--- src/irq_map.svh ---
// register offsets, field positions and reset values of the interrupt pin block
// assumes word-addressed byte offsets on an 8-bit register port address
`ifndef IRQ_MAP_SVH
`define IRQ_MAP_SVH
`define PIN_CONFIG_OFFSET 8'h54
`define STATUS_OFFSET 8'h58
`define ENABLE_OFFSET 8'h5C
`define RESET_CONTROL_REG_OFFSET 8'h60
`define CFG_TYPE_BIT 0
`define CFG_CLKSEL_BIT 1
`define CFG_POL_BIT 4
`define CFG_EN_BIT 8
`define CFG_MASTER_BIT 12
`define STS_SW_BIT 31
`define STS_READY_BIT 30
`define STS_PHYB_BIT 27
`define RST_DIGITAL_BIT 0
`define CFG_RESET 32'h0000_0000
`define STATUS_RESET 32'h0000_0000
`define ENABLE_RESET 32'h0000_0000
`define CFG_RW_MASK 32'h0000_0113
`define ENABLE_RW_MASK 32'hC800_0000
`define READY_DELAY_COUNT 8'h10
`endif

--- src/irq_pkg.sv ---
// types shared by the interrupt pin block
// assumes nothing of its surroundings
package irq_pkg;
  typedef logic [31:0] word_t;
  typedef logic [7:0] addr_t;
  typedef enum logic [1:0] {
    st_reset = 2'b00,
    st_wait = 2'b01,
    st_ready = 2'b11
  } ready_state_e;
endpackage

--- src/irq_output_and_status.sv ---
// interrupt request output stage with configuration, status and enable registers
// assumes a single-cycle register port master and asynchronous pin/phy inputs
//
// Decided for this implementation: strobed register access.
`timescale 1ns/1ns
`include "irq_map.svh"
module irq_output_and_status
(
  input wire logic core_clk,
  input wire logic rst,
  input wire logic [7:0] reg_addr,
  input wire logic [31:0] reg_wdata,
  input wire logic reg_write,
  input wire logic reg_read,
  output logic [31:0] reg_rdata,
  input wire logic second_phy_event,
  input wire logic xtal_clk,
  output logic irq_out,
  output logic irq_oe,
  output logic digital_reset_pulse
);
  irq_pkg::word_t pin_config;
  irq_pkg::word_t status;
  irq_pkg::word_t enable;
  irq_pkg::word_t next_status;
  irq_pkg::ready_state_e ready_state;
  irq_pkg::ready_state_e next_ready_state;
  logic [7:0] ready_count;
  logic phy_sync1;
  logic phy_sync2;
  logic xtal_sync1;
  logic xtal_sync2;
  logic soft_reset;
  logic master_irq;

  function automatic logic hit(input logic [7:0] addr, input logic [7:0] offset);
    hit = (addr == offset);
  endfunction

  wire logic cfg_wr;
  wire logic sts_wr;
  wire logic en_wr;
  wire logic rst_wr;
  wire logic any_reset;
  wire logic ready_set;
  wire logic enabled_active;
  wire irq_pkg::word_t cfg_view;
  wire irq_pkg::word_t read_mux;
  wire irq_pkg::word_t w1c;

  assign cfg_wr = reg_write & hit(reg_addr, `PIN_CONFIG_OFFSET);
  assign sts_wr = reg_write & hit(reg_addr, `STATUS_OFFSET);
  assign en_wr = reg_write & hit(reg_addr, `ENABLE_OFFSET);
  assign rst_wr = reg_write & hit(reg_addr, `RESET_CONTROL_REG_OFFSET);
  assign any_reset = soft_reset;
  // writes of zero leave bits alone; only w1c positions take part
  assign w1c = sts_wr ? reg_wdata : 32'h0000_0000;
  assign ready_set = (ready_state == irq_pkg::st_wait) && (ready_count == 8'h00);
  assign enabled_active = |(status & enable);

  wire irq_pkg::word_t next_enable;
  wire logic [7:0] next_ready_count;
  wire logic next_soft_reset;
  wire irq_pkg::word_t next_rdata;
  wire irq_pkg::word_t next_pin_config;
  wire irq_pkg::word_t kept_config;

  assign next_enable = en_wr ? (reg_wdata & `ENABLE_RW_MASK) : enable;
  // the counter only runs while waiting and nonzero, so it holds at zero
  assign next_ready_count = (ready_state == irq_pkg::st_wait && ready_count != 8'h00)
                          ? ready_count - 8'h01 : ready_count;
  assign next_soft_reset = rst_wr & reg_wdata[`RST_DIGITAL_BIT];
  // read data is zero outside the answer cycle so a stale word is never seen
  assign next_rdata = reg_read ? read_mux : 32'h0000_0000;
  assign next_pin_config = cfg_wr ? (reg_wdata & `CFG_RW_MASK) : pin_config;
  assign kept_config = pin_config & 32'h0000_0001;
  // reads back the master flag, so readback tracks the request before the output enable gates it
  assign cfg_view = (pin_config & `CFG_RW_MASK)
                  | ({31'h0000_0000, master_irq} << `CFG_MASTER_BIT);
  assign read_mux = hit(reg_addr, `PIN_CONFIG_OFFSET) ? cfg_view :
                    hit(reg_addr, `STATUS_OFFSET) ? status :
                    hit(reg_addr, `ENABLE_OFFSET) ? (enable & `ENABLE_RW_MASK) :
                    32'h0000_0000;

  always_comb
  begin
    next_status = status;
    // clear first, then set, so a same-cycle event survives the ack
    next_status[`STS_SW_BIT] = status[`STS_SW_BIT] & ~w1c[`STS_SW_BIT];
    next_status[`STS_READY_BIT] = status[`STS_READY_BIT] & ~w1c[`STS_READY_BIT];
    if (en_wr && reg_wdata[`STS_SW_BIT])
      next_status[`STS_SW_BIT] = 1'b1;
    if (ready_set)
      next_status[`STS_READY_BIT] = 1'b1;
    next_status[`STS_PHYB_BIT] = phy_sync2;
  end

  always_comb
  begin
    next_ready_state = ready_state;
    case (ready_state)
      irq_pkg::st_reset: next_ready_state = irq_pkg::st_wait;
      irq_pkg::st_wait: if (ready_count == 8'h00) next_ready_state = irq_pkg::st_ready;
      irq_pkg::st_ready: next_ready_state = irq_pkg::st_ready;
      default: next_ready_state = irq_pkg::st_reset;
    endcase
  end

  // second phy event comes from another clock: two stages before any use
  always_ff @(posedge core_clk or posedge rst)
  begin
    if (rst)
    begin
      phy_sync1 <= 1'b0;
      phy_sync2 <= 1'b0;
    end
    else
    begin
      phy_sync1 <= second_phy_event;
      phy_sync2 <= phy_sync1;
    end
  end

  // the routed crystal clock is only as good as core_clk sampling allows
  always_ff @(posedge core_clk or posedge rst)
  begin
    if (rst)
    begin
      xtal_sync1 <= 1'b0;
      xtal_sync2 <= 1'b0;
    end
    else
    begin
      xtal_sync1 <= xtal_clk;
      xtal_sync2 <= xtal_sync1;
    end
  end

  // driver type survives the digital reset; only rst returns it to default
  always_ff @(posedge core_clk or posedge rst)
  begin
    if (rst)
      pin_config <= `CFG_RESET;
    else if (any_reset)
      pin_config <= kept_config;
    else
      pin_config <= next_pin_config;
  end

  always_ff @(posedge core_clk or posedge rst)
  begin
    if (rst)
      status <= `STATUS_RESET;
    else if (any_reset)
      status <= `STATUS_RESET;
    else
      status <= next_status;
  end

  always_ff @(posedge core_clk or posedge rst)
  begin
    if (rst)
      enable <= `ENABLE_RESET;
    else if (any_reset)
      enable <= `ENABLE_RESET;
    else
      enable <= next_enable;
  end

  always_ff @(posedge core_clk or posedge rst)
  begin
    if (rst)
      ready_state <= irq_pkg::st_reset;
    else if (any_reset)
      ready_state <= irq_pkg::st_reset;
    else
      ready_state <= next_ready_state;
  end

  always_ff @(posedge core_clk or posedge rst)
  begin
    if (rst)
      ready_count <= `READY_DELAY_COUNT;
    else if (any_reset)
      ready_count <= `READY_DELAY_COUNT;
    else
      ready_count <= next_ready_count;
  end

  // one cycle behind the status so the flag never sees half an update
  always_ff @(posedge core_clk or posedge rst)
  begin
    if (rst)
      master_irq <= 1'b0;
    else if (any_reset)
      master_irq <= 1'b0;
    else
      master_irq <= enabled_active;
  end

  always_ff @(posedge core_clk or posedge rst)
  begin
    if (rst)
      soft_reset <= 1'b0;
    else if (any_reset)
      soft_reset <= 1'b0;
    else
      soft_reset <= next_soft_reset;
  end

  always_ff @(posedge core_clk or posedge rst)
  begin
    if (rst)
      reg_rdata <= 32'h0000_0000;
    else
      reg_rdata <= next_rdata;
  end

  always_ff @(posedge core_clk or posedge rst)
  begin
    if (rst)
      digital_reset_pulse <= 1'b0;
    else
      digital_reset_pulse <= soft_reset;
  end

  wire logic gated_request;
  // output enable masks only the pin; status and master flag are untouched
  assign gated_request = master_irq & pin_config[`CFG_EN_BIT];

  // software is expected to pick push-pull before clock output; not enforced
  irq_pin_driver u_driver
  (
    .core_clk(core_clk),
    .rst(rst),
    .request(gated_request),
    .push_pull(pin_config[`CFG_TYPE_BIT]),
    .request_polarity(pin_config[`CFG_POL_BIT]),
    .clock_select(pin_config[`CFG_CLKSEL_BIT]),
    .xtal_level(xtal_sync2),
    .pin_out(irq_out),
    .pin_oe(irq_oe)
  );
endmodule

--- src/irq_pin_driver.sv ---
// request pin driver: polarity, driver type and debug clock routing
// assumes the xtal clock input is already a plain level on core_clk
`timescale 1ns/1ns
`include "irq_map.svh"
module irq_pin_driver
(
  input wire logic core_clk,
  input wire logic rst,
  input wire logic request,
  input wire logic push_pull,
  input wire logic request_polarity,
  input wire logic clock_select,
  input wire logic xtal_level,
  output logic pin_out,
  output logic pin_oe
);
  wire logic active_level;
  wire logic drive_value;
  wire logic drive_enable;
  // open-drain ignores polarity: low when active, released otherwise, while clock_select is off; with it on the routed xtal clock decides
  assign active_level = push_pull ? (request_polarity ? request : ~request) : 1'b0;
  // open-drain never drives a high level, even while the debug clock is routed out
  assign drive_value = push_pull ? (clock_select ? xtal_level : active_level) : 1'b0;
  // push-pull always drives; open-drain drives only when asserting, or while the routed xtal clock is low
  assign drive_enable = push_pull ? 1'b1 : (clock_select ? ~xtal_level : request);
  always_ff @(posedge core_clk or posedge rst)
  begin
    if (rst)
    begin
      pin_out <= 1'b0;
      pin_oe <= 1'b0;
    end
    else
    begin
      pin_out <= drive_value;
      pin_oe <= drive_enable;
    end
  end
endmodule

--- config.mk ---
export PLATFORM = sky130hd
export DESIGN_NAME = irq_output_and_status
export DESIGN_NICKNAME = d
export VERILOG_FILES = /design/src/irq_pkg.sv /design/src/irq_output_and_status.sv /design/src/irq_pin_driver.sv
export VERILOG_INCLUDE_DIRS = /design/src /design/src/src
export SDC_FILE = /design/constraint.sdc
export NUM_CORES = 1
export LEC_CHECK = 0
export BUFFER_PORTS_ARGS = -buffer_cell sky130_fd_sc_hd__buf_4
export CORE_MARGIN = 3
export CORE_UTILIZATION = 50
export CTS_BUF_LIST = sky130_fd_sc_hd__clkbuf_8
export DETAILED_ROUTE_END_ITERATION = 12
export PLACE_DENSITY = 0.8
export SLEW_MARGIN = 25
export SYNTH_ARGS = -nofsm -noshare
export SYNTH_HDL_FRONTEND = slang
export SYNTH_HIERARCHICAL = 1
export SYNTH_SLANG_ARGS = --single-unit
--- constraint.sdc ---
create_clock -name core_clk -period 5.7 [get_ports core_clk]
set_clock_uncertainty 0.05 [all_clocks]
set_input_delay 0.57 -clock core_clk [delete_from_list [all_inputs] [get_ports core_clk]]
set_output_delay 0.57 -clock core_clk [all_outputs]
set_load 0.1 [all_outputs]
* Yosys cells after proc, flatten, opt, wreduce, memory -nomap -nowiden
Cells that the tools add are included.
** Cells by class
- Add/subtract/negate cells :: 1
- Equal/unequal tests :: 7
- Muxes and demuxes :: 24
- Bitwise operators :: 15
- Reduce and logical (&&, ||, !) cells :: 11
** Operator list (count)
- 32-bit 2-to-1 mux :: 8
- 32-bit bitwise AND :: 1
- 8-bit by 7-bit == test with 1-bit output, second input constant :: 4
- 32-bit OR reduction :: 1
- 9-bit 2-to-1 mux :: 2
- 8-bit 2-to-1 mux :: 2
- 9-bit by 13-bit OR with 13-bit output :: 1
- 1-bit 2-to-1 mux :: 9
- 1-bit bitwise AND :: 8
- 8-bit logical NOT :: 1
- 8-bit nonzero test :: 1
- 8-bit by 1-bit subtractor with 8-bit output, second input constant :: 1
- 2-bit one-hot mux with 3 select lines :: 1
- 2-bit nonzero test :: 3
- 1-bit NOT :: 5
- 2-bit 2-to-1 mux :: 2
- 1-bit logical AND :: 3
- 3-bit by 2-bit inequality test with 1-bit output, second input constant :: 1
- 2-bit by 1-bit == test with 1-bit output, second input constant :: 1
- 2-bit == test, second input constant :: 1
- 2-bit logical NOT :: 1
- 2-bit AND reduction :: 1
** Storage, ports and cells
- Flip-flop bits (word level) :: 95
- Output and inout bits :: 35
- Word-level logic and storage cells :: 74

* Longest topological paths before layout
Gate-level depths: netlist of the first run.
- Depth after elaboration :: 7
- Mapped depth :: 7

* Modules after synthesis
Netlist of the first run, hierarchy kept.
** Modules (own cells, without submodules)
- irq_output_and_status :: times used 1, cells an instance 156, area an instance 1702.9 µm², sequential area each 877.1 µm²
- irq_pin_driver :: times used 1, cells an instance 10, area an instance 96.3 µm², sequential area each 50.0 µm²

* Worst setup path after synthesis of the first run
No wires, ideal clock.
- Path type :: input -> register
- Start point :: in reg_addr[7]
- End point :: reg pin_config[0]
- Library setup time :: 125 ps
- Arrival :: 1658 ps
- Data required time :: 5525 ps
- Slack :: 3867 ps
- Stages :: 4
- Path buffers :: 0
- Cells stage by stage :: nor4b_2 > nand3_1 > nor3_1 > mux2_2
** Between the ends
- Word-level cells in the longest chain between the ends :: 3
** RTL lines
- start, declared :: RTL line irq_output_and_status.sv:11 : input wire logic [7:0] reg_addr,
- 8-bit by 7-bit == test with 1-bit output :: RTL line irq_output_and_status.sv:37 : hit = (addr == offset);
- 1-bit bitwise AND :: RTL line irq_output_and_status.sv:51 : assign cfg_wr = reg_write & hit(reg_addr, `PIN_CONFIG_OFFSET);
- 2-bit AND reduction (no source line)
- end signal, assigned :: RTL line irq_output_and_status.sv:143 : pin_config <= `CFG_RESET;
- end signal, assigned :: RTL line irq_output_and_status.sv:145 : pin_config <= kept_config;
- end signal, assigned :: RTL line irq_output_and_status.sv:147 : pin_config <= next_pin_config;
- end, declared :: RTL line irq_output_and_status.sv:22 : irq_pkg::word_t pin_config;
No other way between the ends.
A chain may end at the register's enable or synchronous reset.

* Worst setup path in the final report of the first run
- Start point :: reg ready_count[0]
- End point :: reg ready_count[7]
** Between the ends
- Word-level cells in the longest chain between the ends :: 3
** RTL lines
- start, declared :: RTL line irq_output_and_status.sv:28 : logic [7:0] ready_count;
- start signal, assigned :: RTL line irq_output_and_status.sv:183 : ready_count <= `READY_DELAY_COUNT;
- start signal, assigned :: RTL line irq_output_and_status.sv:185 : ready_count <= `READY_DELAY_COUNT;
- start signal, assigned :: RTL line irq_output_and_status.sv:187 : ready_count <= next_ready_count;
- 8-bit by 1-bit subtractor with 8-bit output or 8-bit nonzero test (tied branches) :: RTL line irq_output_and_status.sv:71, irq_output_and_status.sv:70
- 8-bit 2-to-1 mux or 1-bit logical AND (tied branches) :: RTL line irq_output_and_status.sv:71, irq_output_and_status.sv:70
- 8-bit 2-to-1 mux or 2-bit nonzero test (tied branches)
Several ways; a longest one is shown, not always the timed one. The select of a mux whose other input is x is not followed.

==> impl_metrics.env, run 1 <==
export IMPL_outcome="complete, no violations"
export IMPL_synth_area_leaders="dfrtp_1 50%, buf_4 10%, mux2i_1 3.9%, nor2_1 3.1%, and2_1 2.4%"
export IMPL_crit_slowest_cell="or3b_2"
export IMPL_gp_congestion=0.802
export IMPL_antenna_found_initial=0
export IMPL_drv_slew=0
export IMPL_hp_class="input pin to asynchronous set/reset pin"
export IMPL_cts_max_level=2
export IMPL_combPwrFrac=0.302
export IMPL_dp_hpwl_um=2300
export IMPL_hold_buffers=0
export IMPL_io_pins=81
export IMPL_cp_max_fo=6
export IMPL_critPathKind="flop to flop"
export IMPL_ctsLongestPathBuffers=2
export IMPL_first_pass_iters=4
export IMPL_grt_remaining_overflow=0
export IMPL_post_cts_buffers=0
export IMPL_ys_ff_latch=37
export IMPL_vdd_ir_drop_max_mv=0.182
export IMPL_setup_viol=0
export IMPL_drv_cap=0
export IMPL_cts_root_buf="clkbuf_8"
export IMPL_switching_power_w=0.000278
export IMPL_fin_crit_ns=1.92
export IMPL_worstSetupEndpointType="flop"
export IMPL_ys_flop_type="dfrtp_1"
export IMPL_worstPathArrival_ns=2.00
export IMPL_swShare=0.375
export IMPL_ys_warn_count=6
export IMPL_clock_sinks=37
export IMPL_ant_nets=0
export IMPL_drt_iter0_markers=65
export IMPL_num_rows=21
export IMPL_cts_made_buffers=5
export IMPL_synth_top_area_frac=0.501
export IMPL_synth_edff_count=0
export IMPL_die_width_um=66.0
export IMPL_seqPwrFrac=0.451
export IMPL_worstMarginPinSlew_ns=0.735
export IMPL_initial_utilization=0.531
export IMPL_async_flop_share=1.00
export IMPL_final_util=0.612
export IMPL_rsz0062_at_grt="no"
export IMPL_cpPeakStageDelay_ns=0.52
export IMPL_drive_gt1_frac=0.235
export IMPL_cts_resized=0
export IMPL_clk_latency_ns=0.29
export IMPL_required_ns=5.78
export IMPL_die_h_um=66.0
export IMPL_finalHoldViolations=0
export IMPL_layout_cells_non_filler=246
export IMPL_p_int_w=0.000463
export IMPL_power_per_cell_area_nw_per_um2=357
export IMPL_yosysTopAreaCell="dfrtp_1"
export IMPL_worstPathCellList="inv_1 > ha_1 > or3b_2 > o211ai_1 > or4_1 > a21oi_1"
export IMPL_synth_area_per_cell_um2=10.8
export IMPL_drt_total_wl_um=3140
export IMPL_route_detailed_drc=0
export IMPL_antenna_cells=0
export IMPL_setup_tns_ns=0
export IMPL_p_leak_nw=1.04
export IMPL_crit_buf_inv=1
export IMPL_grt_first_pass_wirelength_um=4940
export IMPL_post_route_period_util=0.337
export IMPL_dpl_cell_count=238
export IMPL_first_global_vias=1140
export IMPL_critical_path_top_delay_family="simple AND/OR/NAND/NOR gates"
export IMPL_final_common_cell="dfrtp_1"
export IMPL_yosysUniqueCellTypes=42
export IMPL_startpoint_type="flop"
export IMPL_slew_headroom=0.510
export IMPL_final_cell_mix="36 x dfrtp_1, 32 x buf_4, 24 x conb_1, 15 x nor2_1"
export IMPL_cts_tree="built"
export IMPL_nets=247
export IMPL_fmax_mhz=520
export IMPL_syn_to_final_growth_pct=15.2
export IMPL_core_um2=3390
export IMPL_track_usage=0.152
export IMPL_synth_area_um2=1800
export IMPL_port_buffers=31
export IMPL_vias=1212
export IMPL_die_area_um2=4350
export IMPL_clockPowerShare=0.247
export IMPL_grt_max_degree=36
export IMPL_yosysSeqAreaShare=0.515
export IMPL_fillCellCount=293
export IMPL_vias_per_cell=4.93
export IMPL_drt_wirelength_per_cell_um=12.8
export IMPL_clk_pin_slew_ns=0.07
export IMPL_syn_inst=166
## synth_stat cells (2+ instances only)
| cell type | count |
|---|---|
| buf_4 | 24 |
| clkbuf_1 | 4 |
| nand2_1 | 4 |
| nand4_1 | 3 |
| a21oi_1 | 6 |
| inv_1 | 5 |
| nor3_1 | 5 |
| mux2i_1 | 7 |
| and2_1 | 7 |
| dfrtp_1 | 36 |
| nand3_1 | 2 |
| o211ai_1 | 3 |
| xor2_1 | 5 |
| nor2_1 | 15 |
| o21ai_0 | 5 |
| nor4b_1 | 2 |
| ha_1 | 2 |
| nor2b_1 | 4 |
| or4_1 | 2 |
| nand2b_1 | 3 |
## path summary, 6_finish.rpt
kind / cells after the start / startpoint / slack (ns) / endpoint
min in group core_clk: 0 / phy_sync1 / 0.31 / phy_sync2
setup / recovery: 6 / ready_count[0] / 3.78 / ready_count[7]
setup reg to reg: 6 / ready_count[0] / 3.78 / ready_count[7]
hold / removal: 2 / rst / 0.08 / u_driver/pin_oe
hold reg to reg: 0 / phy_sync1 / 0.31 / phy_sync2
max in group asynchronous: 3 / rst / 4.92 / ready_count[4]
## per-layer routing
| layer | GRT usage | share of wire |
|---|---|---|
| met1 | 0.189 | 0.43 |
| met2 | 0.243 | 0.50 |
| met3 | 0.0374 | 0.071 |
| met4 | 0.0838 | 0.0048 |
| met5 | 0 | 0 |
## final cells by class
class / count / area [um^2] / share of cell area
flip-flops and latches: 37 / 927 / 0.447
multi-input cells: 118 / 739 / 0.357
repair buffers: 32 / 240 / 0.116
clock buffers: 6 / 82.6 / 0.0398
well taps: 46 / 57.6 / 0.0278
inverters: 5 / 18.8 / 0.00905
clock inverters: 2 / 7.51 / 0.00362
## flip-flops by register name, indices dropped and copies added (netlist names)
| register | flops |
|---|---|
| ready_count | 8 |
| reg_rdata | 8 |
| pin_config | 4 |
| enable | 3 |
| status | 3 |
| ready_state | 2 |
| any_reset | 1 |
| digital_reset_pulse | 1 |
| master_irq | 1 |
| phy_sync1 | 1 |
| phy_sync2 | 1 |
| u_driver/pin_oe | 1 |
| u_driver/pin_out | 1 |
| xtal_sync1 | 1 |
| xtal_sync2 | 1 |
## logic make-up after synthesis
group	share of synthesized area
and+or+nand+nor	0.193
DFF	0.515
buffers and inverters	0.122
AOI/OAI and AO/OA	0.0800
muxes	0.0452
xor gates and xnor gates	0.0292
adders and majority gates	0.0139
other	0.00208
## metrics by stage
step | setup slack (ns) | total power [W] | instance area, um^2 | hold slack [ns]
finish | 3.78 | 0.000741 | 2070 | 0.0797
CTS | 3.78 | 0.000747 | 2070 | 0.0722
global placement | 3.60 | 0.000551 | 1980 | 0.282
floorplan | 3.87 | 0.000536 | 1890 | 0.261
detailed placement | 3.59 | 0.000562 | 1980 | 0.292
global route | 3.68 | 0.000778 | 2070 | 0.0905
## power by group through the flow
stage | Combinational, W | Sequential, W | Clock [W]
after CTS | 0.000225 | 0.000333 | 0.000189
after global placement | 0.000217 | 0.000334 | 0
after global routing | 0.000242 | 0.000338 | 0.000198
final | 0.000224 | 0.000334 | 0.000183
after floorplan | 0.000201 | 0.000336 | 0
after detailed placement | 0.000225 | 0.000338 | 0
(Power assumes the default switching activity.)
==> run 2: changes to the inputs <==
CORE_UTILIZATION = 44   (was 50)
PLACE_DENSITY = 0.75   (was 0.8)
clock period = 1.7 ns   (was 5.7 ns; I/O delays follow)
==> impl_metrics.env, run 2 (synthesis gave the netlist of run 1 again) <==
export IMPL_outcome="finished with violations"
export IMPL_failed_checks="setup timing"
export IMPL_vias=1300
export IMPL_die_area_um2=4890
export IMPL_p_leak_nw=1.16
export IMPL_required_ns=1.83
export IMPL_seqPwrFrac=0.372
export IMPL_drt_wirelength_per_cell_um=12.6
export IMPL_gp_congestion=0.815
export IMPL_grt_met3_usage=0.0446
export IMPL_vias_per_cell=4.78
export IMPL_io_pins=81
export IMPL_dpl_cell_count=249
export IMPL_clk_latency_ns=0.29
export IMPL_syn_to_final_growth_pct=29.5
export IMPL_initial_utilization=0.474
export IMPL_post_route_period_util=1.04
export IMPL_swShare=0.375
export IMPL_p_int_w=0.00183
export IMPL_critPathKind="flop to flop"
export IMPL_drv_slew=0
export IMPL_drt_total_wl_um=3420
export IMPL_multi_input_area_um2=805
export IMPL_top_usage_layer="met2"
export IMPL_fmax_mhz=566
export IMPL_ctsLongestPathBuffers=2
export IMPL_cp_max_fo=5
export IMPL_first_global_vias=1222
export IMPL_switching_power_w=0.00110
export IMPL_hp_class="input pin to flop"
export IMPL_num_rows=22
export IMPL_layout_cells_non_filler=272
export IMPL_vdd_ir_drop_max_mv=0.723
export IMPL_route_detailed_drc=0
export IMPL_grt_remaining_overflow=0
export IMPL_clk_pin_slew_ns=0.08
export IMPL_cts_root_buf="clkbuf_8"
export IMPL_antenna_found_initial=0
export IMPL_power_per_cell_area_nw_per_um2=1260
export IMPL_clockPowerShare=0.204
export IMPL_clock_sinks=37
export IMPL_cts_made_buffers=5
export IMPL_hold_ws_ns=0.0685
export IMPL_grt_first_pass_wirelength_um=5460
export IMPL_drv_cap=0
export IMPL_top_regs="ready_count: 8 flops, reg_rdata: 8 flops, pin_config: 4 flops"
export IMPL_cts_max_level=2
export IMPL_cts_tree="built"
export IMPL_finalHoldViolations=0
export IMPL_worstSetupEndpointType="flop"
export IMPL_first_pass_iters=4
export IMPL_core_um2=3800
export IMPL_track_usage=0.142
export IMPL_final_cell_mix="52 x buf_4, 35 x dfrtp_1, 24 x conb_1, 14 x nor2_1"
export IMPL_combPwrFrac=0.424
export IMPL_rsz0062_at_grt="yes"
export IMPL_fin_crit_ns=1.77
export IMPL_ant_nets=0
export IMPL_drive_gt1_frac=0.357
export IMPL_port_buffers=31
export IMPL_grt_max_degree=36
export IMPL_startpoint_type="flop"
export IMPL_die_width_um=69.9
export IMPL_drt_iter0_markers=47
export IMPL_die_h_um=69.9
export IMPL_setup_tns_ns=-0.205
export IMPL_use_met2=0.235
export IMPL_regArea_um2=928
export IMPL_use_met1=0.168
export IMPL_worstPathArrival_ns=1.90
export IMPL_antenna_cells=0
export IMPL_setup_viol=6
export IMPL_final_common_cell="buf_4"
export IMPL_setup_slack_ns=-0.0655
export IMPL_nets=271
export IMPL_dp_hpwl_um=2400
export IMPL_fillCellCount=301
run 2: changes by cell type in the layout (fill, tap and decap cells not counted), moves of 2 or more:
cell,delta
inv_1,-4
buf_4,+20
ha_1,-2
dlygate4sd3_1,+3
inv_2,+2
ha_4,+2
clkinv_2,+2
run 2: routing by layer:
| layer | wire [um] | part of all wire | up-vias |
|---|---|---|---|
| met4 | 63 | 0.018 | 0 |
| met2 | 1740 | 0.51 | 36 |
| met5 | 0 | 0 | - |
| met3 | 189 | 0.055 | 6 |
| li1 | - | - | 638 |
| met1 | 1430 | 0.42 | 620 |
run 2: area by class of cell:
| cell class | instances | share of cell area |
|---|---|---|
| flip-flops and latches | 37 | 0.398 |
| clock buffers | 5 | 0.0295 |
| multi-input cells | 118 | 0.345 |
| inverters | 5 | 0.00806 |
| clock inverters | 3 | 0.00752 |
| well taps | 48 | 0.0258 |
| repair buffers | 56 | 0.185 |
run 2: path summary, 6_finish.rpt:
kind	start	endpoint	cells after the start	slack (ns)
setup / recovery	ready_count[0]	ready_count[3]	7	-0.07
hold / removal	reg_wdata[1]	pin_config[1]	3	0.07
setup reg to reg	ready_count[0]	ready_count[3]	7	-0.07
hold reg to reg	xtal_sync1	xtal_sync2	0	0.30
max in group asynchronous	rst	ready_count[0]	4	0.76
min in group asynchronous	rst	u_driver/pin_out	3	0.24
run 2: what timing repair did:
action	CTS	global route
endpoints found under the hold margin	38	0
pin swaps	7	11
hold buffers	3	0
setup endpoints to repair	3	9
resized for setup	8	8
buffers inserted	8	5
cloned	0	0
run 2: critical path, stage by stage, from the launching register on:
cell and delay (ns):
dfrtp_2 0.43, inv_2 0.09, ha_4 0.12, or3b_4 0.38, buf_6 0.15, o211ai_1 0.20, xor2_1 0.19, nor2_1 0.06
run 2: stage by stage:
| stage | util | power (W) | area (um^2) | setup slack (ns) |
|---|---|---|---|---|
| 2_1_floorplan | - | 0.00184 | 1900 | -0.0488 |
| 3_3_place_gp | 0.541 | 0.00194 | 2060 | -0.0365 |
| 3_5_place_dp | 0.541 | 0.00197 | 2060 | -0.0617 |
| 4_1_cts | 0.597 | 0.00278 | 2270 | -0.0449 |
| 5_1_grt | 0.613 | 0.00310 | 2330 | -0.162 |
| 6_report | 0.613 | 0.00294 | 2330 | -0.0655 |
run 2: power by group through the flow:
stage	Combinational, W	Sequential (W)	Clock [W]
3_5_place_dp	0.000862	0.00110	0
4_1_cts	0.00107	0.00109	0.000614
3_3_place_gp	0.000844	0.00110	0
5_1_grt	0.00134	0.00111	0.000648
6_report	0.00124	0.00109	0.000598
2_1_floorplan	0.000714	0.00113	0
